==> config.mk <==
export PLATFORM = sky130hd
export DESIGN_NAME = pmcs_top
export DESIGN_NICKNAME = d
export VERILOG_FILES = /design/src/core/pmcs_pkg.sv /design/src/core/pmcs_top.sv /design/src/core/pmcs_timer.sv /design/src/core/pmcs_l0s.sv
export VERILOG_INCLUDE_DIRS = /design/src /design/src/core
export SDC_FILE = /design/constraint.sdc
export NUM_CORES = 1
export LEC_CHECK = 0
export BUFFER_PORTS_ARGS = -buffer_cell sky130_fd_sc_hd__buf_2
export CAP_MARGIN = 20
export CORE_MARGIN = 3
export CORE_UTILIZATION = 54
export CTS_BUF_LIST = sky130_fd_sc_hd__clkbuf_8
export DETAILED_ROUTE_END_ITERATION = 16
export PLACE_DENSITY = 0.74
export SETUP_SLACK_MARGIN = 0.3
export SYNTH_ARGS = -nofsm -noshare
export SYNTH_HDL_FRONTEND = slang
export SYNTH_SLANG_ARGS = --single-unit
==> constraint.sdc <==
create_clock -name clock -period 2.6 [get_ports clock]
set_input_delay 0.52 -clock clock [delete_from_list [all_inputs] [get_ports clock]]
set_output_delay 0.52 -clock clock [all_outputs]
set_load 0.02 [all_outputs]
==> src/core/pmcs_consts.svh <==
// Offsets, field positions, reset values and timing counts of the mode change sequencer
`ifndef PMCS_CONSTS_SVH
`define PMCS_CONSTS_SVH
// Clock rate in MHz
`define PMCS_CLK_MHZ 10
// Latency with no action, in microseconds
`define PMCS_NOACT_US 2000
// Latency with reset action, in microseconds
`define PMCS_RESET_US 2500
// Derived latencies in clock cycles
`define PMCS_NOACT_CYC (`PMCS_NOACT_US * `PMCS_CLK_MHZ)
`define PMCS_RESET_CYC (`PMCS_RESET_US * `PMCS_CLK_MHZ)
// Register byte offsets
`define PMCS_OFF_CTRL 8'h00
`define PMCS_OFF_STATUS 8'h04
`define PMCS_OFF_PORTINFO 8'h08
`define PMCS_OFF_SBR 8'h0C
`define PMCS_OFF_PART 8'h10
// Control register fields
`define PMCS_CTRL_MODE_LO 0
`define PMCS_CTRL_PART_LO 2
`define PMCS_CTRL_DEVNUM_LO 4
`define PMCS_CTRL_ACTION_BIT 9
`define PMCS_CTRL_SEL_LO 12
// Status register fields
`define PMCS_STS_STARTED_BIT 0
`define PMCS_STS_DONE_BIT 1
// Reset values
`define PMCS_CTRL_RST 32'h0000_0000
`define PMCS_SBR_RST 4'h0
`endif

==> src/core/pmcs_pkg.sv <==
// Types shared by the mode change sequencer files
package pmcs_pkg;
  // Port operating modes
  typedef enum logic [1:0] {
    MODE_UNATT = 2'h0,
    MODE_UP    = 2'h1,
    MODE_DN    = 2'h2,
    MODE_DIS   = 2'h3
  } pmcs_mode_e;
  // Sequencer states, Gray coded from idle up to finish
  typedef enum logic [2:0] {
    ST_IDLE   = 3'h0,
    ST_START  = 3'h1,
    ST_REMOVE = 3'h3,
    ST_ADD    = 3'h2,
    ST_ACTION = 3'h6,
    ST_FINISH = 3'h7
  } pmcs_state_e;
  // Per-port configuration
  typedef struct packed {
    pmcs_mode_e  mode;
    logic [1:0]  part;
    logic [4:0]  devnum;
  } pmcs_port_s;
  // APB request from the master
  typedef struct packed {
    logic        psel;
    logic        penable;
    logic        pwrite;
    logic [7:0]  paddr;
    logic [31:0] pwdata;
  } pmcs_apb_req_s;
endpackage : pmcs_pkg

==> src/core/pmcs_top.sv <==
// Port operating mode change sequencer with APB registers
`timescale 1ns/10ps
`include "pmcs_consts.svh"
module pmcs_top #(
  parameter int NPORT     = 4,
  parameter int NPART     = 4,
  parameter int TW        = 16,
  parameter int NOACT_CYC = `PMCS_NOACT_CYC,
  parameter int RESET_CYC = `PMCS_RESET_CYC
) (
  input  wire logic                 clock,
  input  wire logic                 rst_n,
  input  wire pmcs_pkg::pmcs_apb_req_s apb_req,
  output logic [31:0]               prdata,
  output logic                      pready,
  output logic                      pslverr,
  input  wire logic [NPORT-1:0]     hot_reset_req,
  input  wire logic [NPORT-1:0]     l0s_rx_exit,
  output logic [NPORT-1:0]          port_attached,
  output logic [NPORT-1:0]          port_is_up,
  output logic [NPART-1:0]          part_has_up,
  output logic [NPART-1:0]          part_hot_reset,
  output logic [NPORT-1:0]          port_hot_reset,
  output logic [NPART-1:0]          part_sec_reset,
  output logic [NPORT-1:0]          port_sec_reset,
  output logic [NPORT-1:0]          port_below_reset,
  output logic                      route_inval,
  output logic [1:0]                route_inval_port,
  output logic [1:0]                route_inval_part,
  output logic [NPORT-1:0]          port_action_reset,
  output logic [NPART-1:0]          l0s_tx_exit_up,
  output logic                      mode_change_started,
  output logic                      mode_change_done
);
  import pmcs_pkg::*;

  pmcs_state_e state;                       // Sequencer state
  pmcs_port_s  cfg [NPORT];                 // Live per-port configuration
  pmcs_port_s  pend;                        // Configuration being applied
  logic        pend_reset;                  // Action is reset
  logic [1:0]  sel;                         // Port being changed
  logic [31:0] ctrl;                        // Last control word accepted while idle
  logic [NPORT-1:0] attached;               // Port is partition member
  logic [NPORT-1:0] sbr;                    // Secondary bus reset bits
  logic        expired;                     // Latency elapsed
  logic        setup;                       // APB setup phase
  logic        access;                      // APB access completing
  logic        wr;                          // Accepted write
  logic        go;                          // Control write starts change
  logic [31:0] rdata;                       // Read mux
  logic [NPORT-1:0] dn_member;              // Attached downstream ports
  logic [NPORT-1:0][1:0] part_of;           // Partition of each port
  logic [NPART-1:0] next_part_hr;           // Partition hot reset
  logic [NPART-1:0] next_part_sr;           // Partition bus reset
  logic [NPART-1:0] next_has_up;            // Partition has upstream
  logic [NPORT-1:0] next_port_hr;           // Port in hot reset
  logic [NPORT-1:0] next_port_sr;           // Port in bus reset
  logic [NPORT-1:0] next_below;             // Reset below a port
  logic [NPORT-1:0] next_is_up;             // Attached upstream ports

  // Address decode for the error path
  function automatic logic mapped(input logic [7:0] a);
    mapped = (a == `PMCS_OFF_CTRL) || (a == `PMCS_OFF_STATUS) ||
             (a == `PMCS_OFF_PORTINFO) || (a == `PMCS_OFF_SBR) ||
             (a == `PMCS_OFF_PART);
  endfunction : mapped

  // Software write-one-to-clear decode of one status bit
  function automatic logic sts_w1c(input logic w, input logic [7:0] a, input logic d);
    sts_w1c = w && (a == `PMCS_OFF_STATUS) && d;
  endfunction : sts_w1c

  // APB phase qualifiers
  assign setup  = apb_req.psel && !apb_req.penable;
  assign access = apb_req.psel && apb_req.penable && pready;
  assign wr     = access && apb_req.pwrite && !pslverr;
  assign go     = wr && (apb_req.paddr == `PMCS_OFF_CTRL);

  // Read data selection
  always_comb begin
    rdata = 32'h0000_0000;
    case (apb_req.paddr)
      `PMCS_OFF_CTRL: begin
        rdata = ctrl;
      end
      `PMCS_OFF_STATUS: begin
        rdata = {25'h000_0000, state, 1'b0, (state != ST_IDLE),
                 mode_change_done, mode_change_started};
      end
      `PMCS_OFF_PORTINFO: begin
        rdata = {22'h00_0000, attached[ctrl[13:12]], cfg[ctrl[13:12]]};
      end
      `PMCS_OFF_SBR: begin
        rdata = {28'h000_0000, sbr};
      end
      `PMCS_OFF_PART: begin
        rdata = {20'h0_0000, part_sec_reset, part_hot_reset, part_has_up};
      end
      default: begin
        rdata = 32'h0000_0000;
      end
    endcase
  end

  // APB slave: one wait-free access, answer loaded in setup
  always_ff @(posedge clock) begin
    if (!rst_n) begin
      pready  <= 1'b0;
      prdata  <= 32'h0000_0000;
      pslverr <= 1'b0;
    end else begin
      // Zero wait states: the answer always stands in the cycle after setup
      pready <= setup;
      if (setup) begin
        prdata  <= rdata;
        pslverr <= !mapped(apb_req.paddr);
      end else if (access) begin
        pslverr <= 1'b0;
      end
    end
  end

  // Control word and secondary bus reset bits
  always_ff @(posedge clock) begin
    if (!rst_n) begin
      ctrl <= `PMCS_CTRL_RST;
      sbr  <= `PMCS_SBR_RST;
    end else if (wr) begin
      // Changes while busy are ignored, software must wait
      if (go && state == ST_IDLE) begin
        ctrl <= apb_req.pwdata;
      end
      if (apb_req.paddr == `PMCS_OFF_SBR) begin
        sbr <= apb_req.pwdata[NPORT-1:0];
      end
    end
  end

  // Sequencer: started, remove, add, action, done
  always_ff @(posedge clock) begin
    if (!rst_n) begin
      state      <= ST_IDLE;
      pend       <= '0;
      pend_reset <= 1'b0;
      sel        <= 2'h0;
    end else begin
      case (state)
        ST_IDLE: begin
          if (go) begin
            pend.mode   <= pmcs_mode_e'(apb_req.pwdata[`PMCS_CTRL_MODE_LO +: 2]);
            pend.part   <= apb_req.pwdata[`PMCS_CTRL_PART_LO +: 2];
            pend.devnum <= apb_req.pwdata[`PMCS_CTRL_DEVNUM_LO +: 5];
            pend_reset  <= apb_req.pwdata[`PMCS_CTRL_ACTION_BIT];
            sel         <= apb_req.pwdata[`PMCS_CTRL_SEL_LO +: 2];
            state       <= ST_START;
          end
        end
        ST_START: begin
          state <= ST_REMOVE;
        end
        ST_REMOVE: begin
          // Always a full removal, even for the same partition
          state <= ST_ADD;
        end
        ST_ADD: begin
          state <= ST_ACTION;
        end
        ST_ACTION: begin
          // Wait out the latency of the chosen action
          if (expired) begin
            state <= ST_FINISH;
          end
        end
        ST_FINISH: begin
          state <= ST_IDLE;
        end
        default: begin
          state <= ST_IDLE;
        end
      endcase
    end
  end

  // Latency timer, loaded when the change starts
  // Expiry is cleared on start, so the action wait never sees a stale flag
  pmcs_timer #(
    .W (TW)
  ) u_timer (
    .clock   (clock),
    .rst_n   (rst_n),
    .start   (state == ST_START),
    .cycles  (pend_reset ? TW'(RESET_CYC) : TW'(NOACT_CYC)),
    .expired (expired)
  );

  // Status flags; hardware set wins over software clear
  always_ff @(posedge clock) begin
    if (!rst_n) begin
      mode_change_started <= 1'b0;
      mode_change_done    <= 1'b0;
    end else begin
      if (state == ST_START) begin
        mode_change_started <= 1'b1;
      end else if (sts_w1c(wr, apb_req.paddr, apb_req.pwdata[`PMCS_STS_STARTED_BIT])) begin
        // Clear only when no new change starts in the same cycle
        mode_change_started <= 1'b0;
      end
      if (state == ST_FINISH) begin
        mode_change_done <= 1'b1;
      end else if (state == ST_START ||
                   sts_w1c(wr, apb_req.paddr, apb_req.pwdata[`PMCS_STS_DONE_BIT])) begin
        // A new change or a software clear retires the old completion
        mode_change_done <= 1'b0;
      end
    end
  end

  // Membership and port configuration
  always_ff @(posedge clock) begin
    if (!rst_n) begin
      attached <= '0;
      for (int i = 0; i < NPORT; i++) begin
        cfg[i] <= '0;
      end
    end else if (state == ST_REMOVE) begin
      attached[sel] <= 1'b0;
    end else if (state == ST_ADD) begin
      // Device number and mode updated in the same cycle as the addition
      cfg[sel]      <= pend;
      // Disabled and unattached modes leave the port outside every partition
      attached[sel] <= (pend.mode == MODE_UP) || (pend.mode == MODE_DN);
    end
  end

  // Route invalidation pulse for a removed member
  always_ff @(posedge clock) begin
    if (!rst_n) begin
      route_inval      <= 1'b0;
      route_inval_port <= 2'h0;
      route_inval_part <= 2'h0;
    end else begin
      // Port and partition stay held for software after the pulse
      route_inval <= (state == ST_REMOVE) && attached[sel];
      if (state == ST_REMOVE) begin
        route_inval_port <= sel;
        route_inval_part <= cfg[sel].part;
      end
    end
  end

  // Action on the port itself while the change settles
  always_ff @(posedge clock) begin
    if (!rst_n) begin
      port_action_reset <= '0;
    end else begin
      for (int i = 0; i < NPORT; i++) begin
        port_action_reset[i] <= (state == ST_ACTION) && pend_reset &&
                                (sel == 2'(i));
      end
    end
  end

  // Partition reset and membership views from current members only
  always_comb begin
    next_part_hr = '0;
    next_part_sr = '0;
    next_has_up  = '0;
    // Upstream members alone carry hot and bus reset into a partition
    for (int i = 0; i < NPORT; i++) begin
      part_of[i]    = cfg[i].part;
      next_is_up[i] = attached[i] && (cfg[i].mode == MODE_UP);
      dn_member[i]  = attached[i] && (cfg[i].mode == MODE_DN);
      if (next_is_up[i]) begin
        // A removed upstream port drops out, the partition runs on
        next_has_up[cfg[i].part]  = 1'b1;
        next_part_hr[cfg[i].part] = next_part_hr[cfg[i].part] |
                                    hot_reset_req[i];
        next_part_sr[cfg[i].part] = next_part_sr[cfg[i].part] | sbr[i];
      end
    end
    for (int i = 0; i < NPORT; i++) begin
      next_port_hr[i] = dn_member[i] && next_part_hr[cfg[i].part];
      next_port_sr[i] = dn_member[i] && next_part_sr[cfg[i].part];
      next_below[i]   = dn_member[i] && sbr[i];
    end
  end

  // Registered partition and port status outputs
  always_ff @(posedge clock) begin
    if (!rst_n) begin
      port_attached    <= '0;
      port_is_up       <= '0;
      part_has_up      <= '0;
      part_hot_reset   <= '0;
      port_hot_reset   <= '0;
      part_sec_reset   <= '0;
      port_sec_reset   <= '0;
      port_below_reset <= '0;
    end else begin
      port_attached    <= attached;
      port_is_up       <= next_is_up;
      part_has_up      <= next_has_up;
      part_hot_reset   <= next_part_hr;
      port_hot_reset   <= next_port_hr;
      part_sec_reset   <= next_part_sr;
      port_sec_reset   <= next_port_sr;
      port_below_reset <= next_below;
    end
  end

  // L0s exit propagation
  // Membership feeds the propagator directly, so a removal acts at once
  pmcs_l0s #(
    .NPORT (NPORT),
    .NPART (NPART)
  ) u_l0s (
    .clock      (clock),
    .rst_n      (rst_n),
    .rx_exit    (l0s_rx_exit),
    .dn_member  (dn_member),
    .part_of    (part_of),
    .tx_exit_up (l0s_tx_exit_up)
  );
endmodule : pmcs_top

==> src/core/pmcs_timer.sv <==
// Latency down-counter for one mode change
`timescale 1ns/10ps
module pmcs_timer #(
  parameter int W = 16
) (
  input  wire logic         clock,
  input  wire logic         rst_n,
  input  wire logic         start,
  input  wire logic [W-1:0] cycles,
  output logic              expired
);
  import pmcs_pkg::*;
  logic [W-1:0] count;  // Cycles left
  logic         run;    // Counting
  // Load on start, count down, flag expiry until next start
  always_ff @(posedge clock) begin
    if (!rst_n) begin
      count   <= '0;
      run     <= 1'b0;
      expired <= 1'b0;
    end else if (start) begin
      count   <= cycles;
      run     <= 1'b1;
      expired <= 1'b0;
    end else if (run) begin
      if (count <= W'(1)) begin
        run     <= 1'b0;
        expired <= 1'b1;
      end else begin
        count <= count - W'(1);
      end
    end
  end
endmodule : pmcs_timer

==> src/core/pmcs_l0s.sv <==
// L0s exit propagation from downstream receivers to partition upstream transmitters
`timescale 1ns/10ps
module pmcs_l0s #(
  parameter int NPORT = 4,
  parameter int NPART = 4
) (
  input  wire logic                  clock,
  input  wire logic                  rst_n,
  input  wire logic [NPORT-1:0]      rx_exit,
  input  wire logic [NPORT-1:0]      dn_member,
  input  wire logic [NPORT-1:0][1:0] part_of,
  output logic [NPART-1:0]           tx_exit_up
);
  import pmcs_pkg::*;
  logic [NPART-1:0] next_tx_exit_up;  // Combined exit requests
  // Only current downstream members may wake their upstream port
  always_comb begin
    next_tx_exit_up = '0;
    for (int i = 0; i < NPORT; i++) begin
      if (dn_member[i] && rx_exit[i]) begin
        next_tx_exit_up[part_of[i]] = 1'b1;
      end
    end
  end
  // Registered request toward each upstream transmitter
  always_ff @(posedge clock) begin
    if (!rst_n) begin
      tx_exit_up <= '0;
    end else begin
      tx_exit_up <= next_tx_exit_up;
    end
  end
endmodule : pmcs_l0s

* Yosys cells after proc, flatten, opt, wreduce, memory -nomap -nowiden *
Memories as Yosys holds them, arrays and structs flattened. A register that Yosys moved wholly into a read port is not among the register bits.
Index checks and enable logic that the tools add are counted.

storage, ports and cells
  logic and storage cells = 255
  flip-flop bits (word level) = 152
  memories = 1
  RAM bits = 36
  input port bits = 53
  output and inout bits = 81

operators by class
  multiplexer cells = 96
  bitwise logic cells = 19
  magnitude comparators = 12
  $add $sub $neg = 1
  reduce and logical (&&, ||, !) cells = 72
  equality and inequality tests = 25

memory list
  memory  depth  width  read ports  clocked after Yosys merged registers in  wr ports  line            RTL
  cfg     4      9      6           2                                        4         pmcs_top.sv:38  pmcs_port_s cfg [NPORT];

operators with widths
  cell                                                               number
  case mux 32 bit (5 select lines)                                   1
  two-way mux 4 bit                                                  18
  two-way mux 16 bit                                                 3
  logical AND 1 bit                                                  45
  two-way mux 1 bit                                                  37
  binary-select mux 1 bit (select 2 bit)                             17
  bitwise mux 4 bit                                                  7
  bitwise OR 4 bit                                                   6
  less-than comparator 2 x 3 -> 1 bit, second input constant         6
  == test 8 x 4 -> 1 bit, second input constant                      2
  less-or-equal comparator 16 x 1 -> 1 bit, second input constant    1
  subtractor 16 x 1 -> 16 bit, second input constant                 1
  case mux 3 bit (5 select lines)                                    1
  == test 2 bit, second input constant                               7
  two-way mux 14 bit                                                 1
  AND 4 bit                                                          3
  == test 2 x 1 -> 1 bit, second input constant                      6
  AND reduction 2 bit                                                6
  demux 1 bit (select 2 bit)                                         5
  greater-or-equal comparator 2 x 1 -> 1 bit, second input constant  5
  nonzero test 2 bit                                                 5
  two-way mux 9 bit                                                  1
  OR reduction 9 bit                                                 1
  == test 8 x 3 -> 1 bit, second input constant                      1
  other kinds (18)                                                   39

* Depth between registers and ports, before layout *
Gate-level depths: netlist of run 1.
An unclocked memory read counts as a cell.

  depth after elaboration = 25
  mapped depth = 9
  mapped depth without buffers = 9

* Hierarchy *
From an unflattened synthesis of run 1, not the netlist that was laid out.

unflattened totals
  cell total of the unflattened synthesis = 967
  area total of the unflattened synthesis = 9,027.4 µm²

modules (own cells, without submodules)
  module      cells each  area each (µm²)  seq. area each (µm²)  instances
  pmcs_top    820         7,727.4          3,763.6               1
  pmcs_timer  122         1,041.0          360.3                 1
  pmcs_l0s    25          259.0            80.1                  1

* Worst setup path after synthesis of run 1 *
No wires, ideal clock.

  path type = input-to-reg
  start point = input apb_req[32] (netlist bit)
  end point = register with a tool-made name
  library setup time = 0.121 ns
  data arrival time = 2.212 ns
  buffers on the path = 2
  data required time = 2.479 ns
  cell stages on the path = 8
  path slack = 0.267 ns
  cells stage by stage = or4_4 -> nor4_4 -> nor2b_1 -> buf_2 -> nand3_1 -> clkbuf_1 -> nand2_1 -> a21boi_1

RTL lines
  item         line            RTL
  from (decl)  pmcs_top.sv:13  input wire pmcs_pkg::pmcs_apb_req_s apb_req,

==> summary.txt, run 1 <==
Outcome
  – Outcome: finished, final reports clean

Finish
  – Area added between synthesis and finish: 20.1%
  – Share of the core filled with cells in the final layout: 0.670
  – Fraction of layout instances using a drive strength above 1: 0.257
  – Final-stage net count: 1144
  – Post-route cell area: between 10000 and 15000 um^2
  – Inserted Diodes: 0

STA
  – Final hold slack: between 200 and 300 ps
  – Period minus WS final: about 2300 ps
  – Maximum frequency from static timing analysis: between 400 and 500 MHz
  – RSZ-0062 raised after global routing: yes
  – Worst setup slack after layout: around 320 ps
  – Worst slew margin relative to its limit: 0.545
  – Count of endpoints failing hold in the final timing report: 0
  – Actual transition at the worst max-transition pin: between 600 and 700 ps
  – Final clock skew: 8.74 ps
  – Final clock period utilization by the worst path: 0.876
  – Final slew viol count: 0
  – Number of endpoints failing setup at the final stage: 0
  – Final total negative setup slack: 0 ps

Critical path
  – Longest individual stage delay on the worst path: 520 ps
  – Internal reg-to-reg setup slack: 320 ps
  – Crit start category: flip-flop
  – Biggest fanout along the worst timing path: 7
  – Crit Path Category: flip-flop to flip-flop
  – List of cells traversed by the critical path: and4_1, a41oi_1, o211ai_4, o31ai_2, buf_4, nand2_2, o2111ai_2, o31ai_1
  – Data arrival time of the critical path: between 2000 and 3000 ps
  – Worst-case reg-to-reg path depth: 8
  – Reg2Reg Launch Point: cfg[2][5]
  – Highest-delay cell along the critical path: edfxtp_1
  – Crit path required time: 2960 ps
  – Crit Reg-Reg Endpoint: port_hot_reset[2]
  – Critical path endpoint category: flip-flop

Yosys
  – Syn avg cell area: approximately 9.2 um^2
  – Syn Nets: ~1000
  – Synthesis Warnings: 0
  – List of most frequent post-synthesis cells: nand2_1 (164), dfxtp_1 (156), a21boi_1 (75)
  – Top post-synthesis cells by area: dfxtp_1 (36%), edfxtp_1 (13%), nand2_1 (7.2%)
  – #FFs+latches synth: about 190
  – Sequential area share after synthesis: 0.488
  – Fraction of post-synthesis cell area in the top cell type by area: 0.363
  – Library cells used by synthesis: 76
  – Cell with the most instances after synthesis: nand2_1
  – Most common flop cell mapped by yosys: dfxtp_1
  – Netlist area before placement: around 8600 um^2
  – Number of synthesized flops with an enable pin: 36
  – Async set-or-reset flop fraction in the synthesized netlist: 0
  – Syn Inst Count: 936
  – Post-synthesis cell type with the largest combined area: dfxtp_1

Die
  – Effective utilization at floorplan: 0.558
  – Total Die Area: ~17000 um^2
  – Number of top-level pins: 134
  – X dimension of the die: 132 um
  – Die Y: approximately 130 um
  – Core Area: ~15000 um^2
  – Number of core rows: between 40 and 50

Hold path
  – Class of the tightest hold or removal check: input port to flip-flop
  – Min-delay src: apb_req[18]
  – Depth of the worst hold-timing path: 3
  – Sink of the worst hold path: ctrl[18]

CTS
  – Maximum clock insertion buffer count: 2
  – Worst-Skew Late Latency: approximately 480 ps
  – Root buffer selected by CTS: clkbuf_8
  – CTS tree: yes
  – Sinks on Clock Net: between 150 and 200
  – Post-CTS clock slew at the launch and capture registers of the worst setup and hold paths: 100 ps
  – CTS hold repair buffers: 0
  – H-Tree Depth: 4
  – Number of CTS-inserted buffers: 17

Route
  – Via total after detailed routing: ~7800
  – Initial drt markers: about 940
  – Remaining antenna violation count: 0
  – Wirelength, routed: between 20000 and 30000 um
  – Post-route DRC: 0
  – Via density: roughly 5.9
  – Routed wire per std cell: approximately 19 um
  – Detailed-router iteration count before antenna repair: 5

Global routing
  – Global-route wire length before repair: slightly below 40000 um
  – Grt total ovfl: 0
  – Largest net degree at the start of global routing: between 60 and 70
  – Antenna violations before repair: 0
  – Number of global-route vias before repair: ~7000
  – Combined global-route utilization of all metal layers: 0.280

Placed design
  – Post-DP HPWL: approximately 18000 um
  – Setup Slack @ Placement: approximately 210 ps
  – Global placer's final weighted congestion: 0.955
  – Port Buffers: around 130
  – Cell area reported after detailed placement: 9710 um^2

Power and ir drop
  – Peak supply drop: 0.413 mV
  – Pwr dens: 511 nW/um^2
  – Static leakage power: 4.11 nW

Run
  – Number of max-cap violations: 0
==> layer usage <==
metal	global-route usage	vias up	part of all wire
met1	0.379	3675	0.42
li1	-	3612	-
met5	0	-	0
met3	0.0809	85	0.095
met4	0.117	0	0.040
met2	0.422	382	0.45
==> how the worst max path moves through the flow <==
| stage | cells past startpoint | start | slack, ps | endpoint |
|---|---|---|---|---|
| final | 8 | cfg[2][5] | 320 | port_hot_reset[2] |
| after CTS | 7 | cfg[0][5] | 270 | port_sec_reset[3] |
| after detailed placement | 8 | apb_req[32] | 210 | ctrl[13] |
| after global routing | 11 | cfg[1][5] | 230 | port_hot_reset[1] |
| after floorplan | 9 | apb_req[32] | 290 | flip-flop |
| after global placement | 7 | cfg[0][6] | 190 | port_sec_reset[3] |
==> sequential cells by signal (all words and copies together) (netlist names), 4 cells and up, named ones only <==
name,cells
port_sec_reset,4
part_has_up,4
u_l0s.tx_exit_up,4
part_sec_reset,4
port_below_reset,4
port_attached,4
attached,4
part_hot_reset,4
cfg,36
port_action_reset,4
sbr,4
port_is_up,4
pend,9
u_timer.count,16
ctrl,32
port_hot_reset,4
prdata,32
==> stage by stage <==
stage	power (W)	cells
finish	0.00528	1313
global route	0.00544	1313
detailed placement	0.00342	1271
CTS	0.00528	1304
global placement	0.00342	1271
floorplan	0.00328	936
==> timing repair <==
action                                  in CTS  in global routing
pin swaps                                    0                 19
buffers inserted                             1                  9
gates cloned                                 0                  0
gates resized for setup                      4                 30
endpoints found under the setup margin      13                 22
==> area by class of cell <==
type	count	area (um^2)
fillers	1292	5090
multi-input cells	658	4240
flip-flops and latches	192	4210
repair buffers	196	1160
well taps	211	264
clock buffers	18	248
clock inverters	14	129
inverters	24	90.1
==> power by group <==
group / internal (W) / switching (W) / total, W
Combinational: 0.000120 / 0.000173 / 0.000293
Sequential: 0.00305 / 0.0000195 / 0.00307
Clock: 0.000802 / 0.00111 / 0.00191
==> critical path, delay by kind of cell (launching register included) <==
family / cells / cell delay [ps]
AOI/OAI and AO/OA: 5 / 1110
and+or+nand+nor: 2 / 350
buffers and inverters: 1 / 170
DFF: 1 / 520
==> cell usage in the layout (no fill, tap or decap), types with 4 or more instances in the layout <==
| cell type | synthesis | routed |
|---|---|---|
| nand2_1 | 164 | 163 |
| dfxtp_1 | 156 | 155 |
| buf_2 | 6 | 133 |
| a21boi_1 | 75 | 74 |
| nor2_1 | 67 | 66 |
| buf_4 | 3 | 61 |
| nand3_1 | 44 | 40 |
| edfxtp_1 | 36 | 36 |
| o21ai_0 | 28 | 28 |
| inv_1 | 24 | 26 |
| a21oi_1 | 26 | 26 |
| and2_1 | 23 | 23 |
| clkbuf_8 | 0 | 18 |
| mux2i_1 | 17 | 17 |
| nand2b_1 | 15 | 15 |
| nor3_1 | 16 | 13 |
| mux4_2 | 13 | 13 |
| o22ai_1 | 13 | 12 |
| xnor2_1 | 11 | 11 |
| nor2b_1 | 12 | 9 |
| nor3b_1 | 9 | 9 |
| a31oi_1 | 8 | 7 |
| nor4_1 | 8 | 6 |
| a21boi_0 | 6 | 6 |
| and3_1 | 5 | 5 |
| o31a_1 | 5 | 5 |
| o31ai_1 | 6 | 5 |
| or3_1 | 6 | 5 |
| a221oi_1 | 6 | 5 |
| nand3_2 | 0 | 4 |
| and4b_1 | 4 | 4 |
| o211ai_1 | 4 | 4 |
| inv_6 | 0 | 4 |
==> logic make-up (layout without fill, tap and decap cells) <==
logic type	count (synthesis)	after routing	synth area share
AND/OR/NAND/NOR	400	400	0.225
AO/OA/AOI/OAI	209	209	0.172
flip-flops	192	192	0.488
buffers and inverters	86	252	0.0397
multiplexers	33	33	0.0577
XOR/XNOR	14	14	0.0142
adder cells (fa/ha/maj)	2	2	0.00291
Note: power is estimated with default switching activity, not from simulation.
==> run 2: changes to the inputs <==
--- a/config.mk
+++ b/config.mk
@@ -6,14 +6,17 @@
 export SDC_FILE = /design/constraint.sdc
 export NUM_CORES = 1
 export LEC_CHECK = 0
-export BUFFER_PORTS_ARGS = -buffer_cell sky130_fd_sc_hd__buf_2
 export CAP_MARGIN = 20
+export CELL_PAD_IN_SITES_DETAIL_PLACEMENT = 1
+export CELL_PAD_IN_SITES_GLOBAL_PLACEMENT = 2
 export CORE_MARGIN = 3
-export CORE_UTILIZATION = 54
+export CORE_UTILIZATION = 41
 export CTS_BUF_LIST = sky130_fd_sc_hd__clkbuf_8
 export DETAILED_ROUTE_END_ITERATION = 16
-export PLACE_DENSITY = 0.74
+export DONT_BUFFER_PORTS = 1
+export PLACE_DENSITY = 0.8
 export SETUP_SLACK_MARGIN = 0.3
 export SYNTH_ARGS = -nofsm -noshare
 export SYNTH_HDL_FRONTEND = slang
+export SYNTH_HIERARCHICAL = 1
 export SYNTH_SLANG_ARGS = --single-unit
==> run 2 against run 1 <==
  * Setup slack worse by 90 ps
  * Via count is 3.2% lower
  * Count of clock-buffer cells in the layout is 1 lower
  * Area after synthesis is 4.9% higher
  * Critical path type unchanged
==> summary.txt, run 2 <==
Placed design
  – Instance count after placement with tap cells included: 1255 (was 1271)
  – Global placer's final weighted congestion: 0.925 (was 0.955)
  – Port Buffers: 0 (was 133)
  – Setup Slack @ Placement: 137 ps (was 209 ps)
  – Cell area reported after detailed placement: 9660 um^2 (was 9710 um^2)
  – Post-DP HPWL: 20900 um (was 18300 um)

Yosys
  – Number of synthesized flops with an enable pin: 36 (unchanged)
  – Post-synthesis cell type with the largest combined area: dfxtp_1 (unchanged)
  – Top post-synthesis cells by area: dfxtp_1 (35%), edfxtp_1 (12%), nand2_1 (6.4%) (was dfxtp_1 (36%), edfxtp_1 (13%), nand2_1 (7.2%))
  – List of most frequent post-synthesis cells: dfxtp_1 (156), nand2_1 (153), and2_1 (58) (was nand2_1 (164), dfxtp_1 (156), a21boi_1 (75))
  – Fraction of post-synthesis cell area in the top cell type by area: 0.346 (was 0.363)
  – Cell with the most instances after synthesis: dfxtp_1 (was nand2_1)
  – #FFs+latches synth: 192 (unchanged)
  – Synthesis Warnings: 6 (was 0)
  – Sequential area share after synthesis: 0.466 (was 0.488)
  – Most common flop cell mapped by yosys: dfxtp_1 (unchanged)
  – Async set-or-reset flop fraction in the synthesized netlist: 0 (unchanged)
  – Syn Inst Count: 967 (was 936)
  – Syn avg cell area: 9.34 um^2 (was 9.20 um^2)
  – Library cells used by synthesis: 81 (was 76)
  – Netlist area before placement: 9030 um^2 (was 8610 um^2)

Die
  – Core Area: 21400 um^2 (was 15400 um^2)
  – Total Die Area: 23800 um^2 (was 17500 um^2)
  – Number of core rows: 53 (was 45)
  – Number of top-level pins: 134 (unchanged)
  – Effective utilization at floorplan: 0.423 (was 0.558)
  – X dimension of the die: 154 um (was 132 um)
  – Die Y: 154 um (was 132 um)

Critical path
  – Highest-delay cell along the critical path: or4b_4 (was edfxtp_1)
  – Crit path required time: 3010 ps (was 2960 ps)
  – Biggest fanout along the worst timing path: 4 (was 7)
  – Crit path from: cfg[1][6] (was cfg[2][5])
  – Worst-case reg-to-reg path depth: 8 (unchanged)
  – Longest individual stage delay on the worst path: 530 ps (was 520 ps)
  – List of cells traversed by the critical path: buf_4, xnor2_2, a41o_1, o2111ai_2, or4b_4, a22oi_4, mux2i_1, o211a_1 (was and4_1, a41oi_1, o211ai_4, o31ai_2, buf_4, nand2_2, o2111ai_2, o31ai_1)
  – Crit Path Category: flip-flop to flip-flop (unchanged)
  – Crit start category: flip-flop (unchanged)
  – Internal reg-to-reg setup slack: 230 ps (was 320 ps)
  – Crit Reg-Reg Endpoint: port_sec_reset[0] (was port_hot_reset[2])
  – Timing endpoint of the critical path: port_sec_reset[0] (was port_hot_reset[2])
  – Critical path endpoint category: flip-flop (unchanged)
  – Reg2Reg Launch Point: cfg[1][6] (was cfg[2][5])
  – Data arrival time of the critical path: 2780 ps (was 2640 ps)

Global routing
  – Global-route wire length before repair: 45200 um (was 38600 um)
  – Number of global-route vias before repair: 7766 (was 7190)
  – Grt total ovfl: 0 (unchanged)
  – Antenna violations before repair: 0 (unchanged)
  – Combined global-route utilization of all metal layers: 0.243 (was 0.280)
  – Largest net degree at the start of global routing: 149 (was 61)

STA
  – Period minus WS final: 2370 ps (was 2280 ps)
  – Maximum frequency from static timing analysis: 422 MHz (was 439 MHz)
  – Final clock period utilization by the worst path: 0.911 (was 0.876)
  – Count of endpoints failing hold in the final timing report: 0 (unchanged)
  – RSZ-0062 raised after global routing: yes (unchanged)
  – Final total negative setup slack: 0 ps (unchanged)
  – Final hold slack: 126 ps (was 261 ps)
  – Final slew viol count: 0 (unchanged)
  – Worst setup slack after layout: 232 ps (was 322 ps)
  – Final clock skew: 23.2 ps (was 8.74 ps)
  – Worst slew margin relative to its limit: 0.524 (was 0.545)
  – Actual transition at the worst max-transition pin: 711 ps (was 682 ps)
  – Number of endpoints failing setup at the final stage: 0 (unchanged)

Route
  – Post-route DRC: 0 (unchanged)
  – Wirelength, routed: 29200 um (was 25000 um)
  – Initial drt markers: 393 (was 942)
  – Via total after detailed routing: 7503 (was 7754)
  – Detailed-router iteration count before antenna repair: 4 (was 5)
  – Remaining antenna violation count: 0 (unchanged)
  – Via density: 5.73 (was 5.91)
  – Routed wire per std cell: 22.3 um (was 19.0 um)

Finish
  – Non-filler cells, final: 1310 (was 1313)
  – Final-stage net count: 1077 (was 1144)
  – Multi-input gate area: 4760 um^2 (was 4240 um^2)
  – Most common library cell in the layout ignoring fill and taps: dfxtp_1 (was nand2_1)
  – Commonest non-fill, non-tap cells in the layout: dfxtp_1 (156), nand2_1 (152), buf_4 (83), and2_1 (57), a21boi_0 (57) (was nand2_1 (163), dfxtp_1 (155), buf_2 (133), a21boi_1 (74), nor2_1 (66))
  – Post-route cell area: 10500 um^2 (was 10300 um^2)
  – Largest registers in the final layout: cfg: 36 flops, ctrl: 32 flops, prdata: 32 flops (unchanged)
  – Fraction of layout instances using a drive strength above 1: 0.188 (was 0.257)
  – Area added between synthesis and finish: 16.3% (was 20.1%)
  – Inserted Diodes: 0 (unchanged)
  – Most flops, register: cfg (unchanged)
  – Register area: 4200 um^2 (was 4210 um^2)
  – Max FFs per register: 36 (unchanged)
  – Filler Cell Count: 2450 (was 1292)

CTS
  – Post-CTS clock slew at the launch and capture registers of the worst setup and hold paths: 140 ps (was 100 ps)
  – Sinks on Clock Net: 192 (unchanged)
  – H-Tree Depth: 4 (unchanged)
  – CTS tree: yes (unchanged)
  – CTS hold repair buffers: 0 (unchanged)
  – Root buffer selected by CTS: clkbuf_8 (unchanged)
  – Worst-Skew Late Latency: 500 ps (was 480 ps)
  – Number of CTS-inserted buffers: 17 (unchanged)
  – Maximum clock insertion buffer count: 2 (unchanged)

Hold path
  – Class of the tightest hold or removal check: input port to flip-flop (unchanged)
  – Min-delay src: apb_req[19] (was apb_req[18])
  – Depth of the worst hold-timing path: 2 (was 3)

Power and ir drop
  – Peak supply drop: 0.309 mV (was 0.413 mV)
  – Pwr dens: 516 nW/um^2 (was 511 nW/um^2)
  – Static leakage power: 3.72 nW (was 4.11 nW)

Run
  – Number of max-cap violations: 0 (unchanged)

Outcome
  – Outcome: finished, final reports clean (unchanged)
run 2: through the flow:
stage / util / total power (W)
2_1_floorplan: - / 0.00330
3_3_place_gp: 0.452 / 0.00334
3_5_place_dp: 0.452 / 0.00334
4_1_cts: 0.483 / 0.00546
5_1_grt: 0.492 / 0.00561
6_report: 0.492 / 0.00542
run 2: metal layers:
layer / vias up / GRT usage / part of all wire
li1: 3570 / - / -
met1: 3687 / 0.298 / 0.42
met2: 199 / 0.413 / 0.49
met3: 47 / 0.0588 / 0.059
met4: 0 / 0.0904 / 0.033
met5: - / 0 / 0
run 2: kinds of logic after synthesis:
group                    Yosys count  synth area share
adder cells (fa/ha/maj)            2           0.00277
buffers and inverters             78            0.0348
XOR/XNOR                          16            0.0155
multiplexers                      24            0.0457
AO/OA/AOI/OAI                    230             0.185
AND/OR/NAND/NOR                  423             0.249
other                              2          0.000832
flip-flops                       192             0.466
run 2: power breakdown:
part | internal (W) | switching [W] | total, W
Clock | 0.000770 | 0.00133 | 0.00210
Combinational | 0.000100 | 0.000114 | 0.000214
Sequential | 0.00306 | 0.0000405 | 0.00310
Total | 0.00393 | 0.00149 | 0.00542
run 2: worst min-delay path by stage:
stage	end	slack, ps
2_1_floorplan	ctrl[4]	440
4_1_cts	ctrl[24]	100
5_1_grt	ctrl[24]	100
3_3_place_gp	ctrl[20]	440
6_report	ctrl[19]	130
3_5_place_dp	ctrl[21]	450
run 2: critical path, delay by kind of cell (launching register included):
kind                   cells  cell delay [ps]
multiplexers               1              100
XOR/XNOR                   1              130
AND/OR/NAND/NOR            1              530
flip-flops                 1              450
AO/OA/AOI/OAI              4              890
buffers and inverters      1              190
run 2: area by class of cell:
class                      instances  share of cell area
multi-input combinational        704               0.453
sequential                       192               0.400
timing repair buffer              88              0.0655
tap                              275              0.0328
clock buffer                      17              0.0223
clock inverter                    15              0.0192
inverter                          19             0.00679
run 2: what timing repair did:
action | in CTS | in global routing
cloned | 0 | 0
endpoints found under the hold margin | 0 | 0
buffers inserted | 18 | 5
pin swaps | 13 | 11
endpoints found under the setup margin | 7 | 11
gates resized for setup | 15 | 31
==> run 3: changes to the inputs <==
--- a/config.mk
+++ b/config.mk
@@ -16,6 +16,7 @@
 export DONT_BUFFER_PORTS = 1
 export PLACE_DENSITY = 0.8
 export SETUP_SLACK_MARGIN = 0.3
+export SLEW_MARGIN = 20
 export SYNTH_ARGS = -nofsm -noshare
 export SYNTH_HDL_FRONTEND = slang
 export SYNTH_HIERARCHICAL = 1
==> constraint.sdc (replaced) <==
create_clock -name clock -period 2.4 [get_ports clock]
set_input_delay 0.48 -clock clock [delete_from_list [all_inputs] [get_ports clock]]
set_output_delay 0.48 -clock clock [all_outputs]
set_load 0.02 [all_outputs]
==> run 3 against run 2 <==
  * Routed wire length grew 2.4%
  * Cell area rose by 1.7%
  * Via count grew 2.4%
==> summary.txt, run 3 (synthesis gave the netlist of run 2 again) <==
Route
  – Initial drt markers: 424 (was 393)
  – Met2 wire len: 14700 um (was 14200 um)
  – Routed wire per std cell: 22.5 um (was 22.3 um)
  – Detailed-router iteration count before antenna repair: 5 (was 4)
  – Via total after detailed routing: 7681 (was 7503)
  – Post-Route M1 WL: 12500 um (was 12300 um)
  – Via density: 5.78 (was 5.73)
  – Wirelength, routed: 29900 um (was 29200 um)
  – Post-route DRC: 0 (unchanged)
  – Highest layer used for signal routing: met4 (unchanged)
  – Met3 Routed Length: 1830 um (was 1720 um)
  – Remaining antenna violation count: 0 (unchanged)

Finish
  – Inserted Diodes: 0 (unchanged)
  – Final-stage net count: 1096 (was 1077)
  – Share of the core filled with cells in the final layout: 0.500 (was 0.492)
  – Filler Cell Count: 2464 (was 2450)
  – Post-route cell area: 10700 um^2 (was 10500 um^2)
  – Most flops, register: cfg (unchanged)
  – Largest registers in the final layout: cfg: 36 flops, ctrl: 32 flops, prdata: 32 flops (unchanged)
  – Max FFs per register: 36 (unchanged)
  – Fraction of layout instances using a drive strength above 1: 0.214 (was 0.188)
  – Area added between synthesis and finish: 18.3% (was 16.3%)
  – Most common library cell in the layout ignoring fill and taps: dfxtp_1 (unchanged)
  – Commonest non-fill, non-tap cells in the layout: dfxtp_1 (156), nand2_1 (151), buf_4 (99), and2_1 (57), a21boi_0 (56) (was dfxtp_1 (156), nand2_1 (152), buf_4 (83), and2_1 (57), a21boi_0 (57))

Global routing
  – Largest net degree at the start of global routing: 149 (unchanged)
  – Global-route wire length before repair: 45200 um (about the same)
  – Number of global-route vias before repair: 7782 (was 7766)
  – Grt total ovfl: 0 (unchanged)
  – Combined global-route utilization of all metal layers: 0.242 (was 0.243)
  – Antenna violations before repair: 0 (unchanged)

STA
  – Actual transition at the worst max-transition pin: 667 ps (was 711 ps)
  – Final slew viol count: 0 (unchanged)
  – RSZ-0062 raised after global routing: yes (unchanged)
  – Worst setup slack after layout: 2.57 ps (was 232 ps)
  – Final clock skew: 18.7 ps (was 23.2 ps)
  – Count of endpoints failing hold in the final timing report: 0 (unchanged)
  – Final clock period utilization by the worst path: 0.999 (was 0.911)
  – Worst slew margin relative to its limit: 0.553 (was 0.524)
  – Maximum frequency from static timing analysis: 417 MHz (was 422 MHz)
  – Final hold slack: 125 ps (was 126 ps)
  – Number of endpoints failing setup at the final stage: 0 (unchanged)
  – Period minus WS final: 2400 ps (was 2370 ps)

Die
  – Number of top-level pins: 134 (unchanged)
  – Total Die Area: 23800 um^2 (unchanged)
  – X dimension of the die: 154 um (unchanged)
  – Effective utilization at floorplan: 0.423 (unchanged)
  – Core Area: 21400 um^2 (unchanged)
  – Number of core rows: 53 (unchanged)
  – Die Y: 154 um (unchanged)

Critical path
  – Crit path required time: 2800 ps (was 3010 ps)
  – Highest-delay cell along the critical path: edfxtp_1 (was or4b_4)
  – Worst path bufs/invs: 0 (was 1)
  – Critical path endpoint category: flip-flop (unchanged)
  – Crit path top cell by count: a211oi_2
  – Crit start category: flip-flop (unchanged)
  – Data arrival time of the critical path: 2800 ps (was 2780 ps)
  – Biggest fanout along the worst timing path: 5 (was 4)
  – Crit Path Category: flip-flop to flip-flop (unchanged)
  – List of cells traversed by the critical path: or3b_4, nor2_1, a31oi_1, a2111oi_4, a211oi_2, nor3b_2, a211oi_2 (was buf_4, xnor2_2, a41o_1, o2111ai_2, or4b_4, a22oi_4, mux2i_1, o211a_1)
  – Longest individual stage delay on the worst path: 480 ps (was 530 ps)
  – Family with the most delay on the worst path: compound AO/OA/AOI/OAI gates (unchanged)

CTS
  – Sinks on Clock Net: 192 (unchanged)
  – Post-CTS clock slew at the launch and capture registers of the worst setup and hold paths: 110 ps (was 140 ps)
  – CTS tree: yes (unchanged)
  – Number of CTS-inserted buffers: 17 (unchanged)
  – Worst-Skew Late Latency: 470 ps (was 500 ps)
  – H-Tree Depth: 4 (unchanged)
  – Maximum clock insertion buffer count: 2 (unchanged)
  – Root buffer selected by CTS: clkbuf_8 (unchanged)

Outcome
  – Outcome: finished, final reports clean (unchanged)

Placed design
  – Setup Slack @ Placement: 10.3 ps (was 137 ps)
  – Global placer's final weighted congestion: 0.918 (was 0.925)
  – Cell area reported after detailed placement: 9760 um^2 (was 9660 um^2)
  – Post-DP HPWL: 21300 um (was 20900 um)
  – Port Buffers: 0 (unchanged)

Hold path
  – Class of the tightest hold or removal check: input port to flip-flop (unchanged)

Power and ir drop
  – Peak supply drop: 0.322 mV (was 0.309 mV)
  – Pwr dens: 531 nW/um^2 (was 516 nW/um^2)
  – Static leakage power: 3.84 nW (was 3.72 nW)

Run
  – Number of max-cap violations: 0 (unchanged)
[run 3: cell count changes in the layout (fill, tap and decap cells not counted), sizes merged]
| cell | previous run | this run |
|---|---|---|
| buf | 88 | 107 |
| inv | 28 | 31 |
| clkinv | 5 | 3 |
| clkinvlp | 1 | 0 |
[run 3: area by class of cell]
cell class / count / area, um^2 / area share
tap: 275 / 344 / 0.0322
sequential: 192 / 4200 / 0.394
inverter: 19 / 71.3 / 0.00668
clock inverter: 15 / 141 / 0.0132
clock buffer: 17 / 234 / 0.0219
multi-input combinational: 704 / 4840 / 0.454
timing repair buffer: 107 / 842 / 0.0788
[run 3: timing repair]
item	in CTS	in global routing
hold buffers	0	0
setup endpoints to repair	12	17
pin swaps	6	20
buffers inserted	12	20
resized for setup	17	45
[run 3: report_power, final]
group	leakage (nW)	switching (W)	total, W	internal (W)
logic	2.01	0.000123	0.000235	0.000112
clock network	0.197	0.00131	0.00208	0.000774
registers	1.63	0.0000453	0.00336	0.00331
[run 3: per-stage QoR]
stage          power, W  std cells  TNS, ps
3_5_place_dp    0.00363       1265        0
2_1_floorplan   0.00358        974        0
6_report        0.00567       1329        0
4_1_cts         0.00571       1309        0
3_3_place_gp    0.00362       1265        0
5_1_grt         0.00589       1329     -465
[run 3: worst reg2reg max path: stages, from the launching register on]
cell and delay, ps:
edfxtp_1 480, or3b_4 450, nor2_1 260, a31oi_1 210, a2111oi_4 440, a211oi_2 140, nor3b_2 200, a211oi_2 180
[run 3: final timing paths]
| kind | slack (ps) | depth (start not counted) | startpoint | to |
|---|---|---|---|---|
| max | 3 | 7 | cfg[0][8] | port_sec_reset[1] |
| min | 130 | 2 | apb_req[24] | ctrl[24] |
| max reg2reg | 3 | 7 | cfg[0][8] | port_sec_reset[1] |
| min reg2reg | 460 | 2 | ctrl[15] | ctrl[15] |
[run 3: layer usage]
layer / global-route usage / vias to the layer above
met2: 0.409 / 204
met3: 0.0590 / 44
li1: - / 3612
met1: 0.302 / 3821
met5: 0 / -
met4: 0.0879 / 0
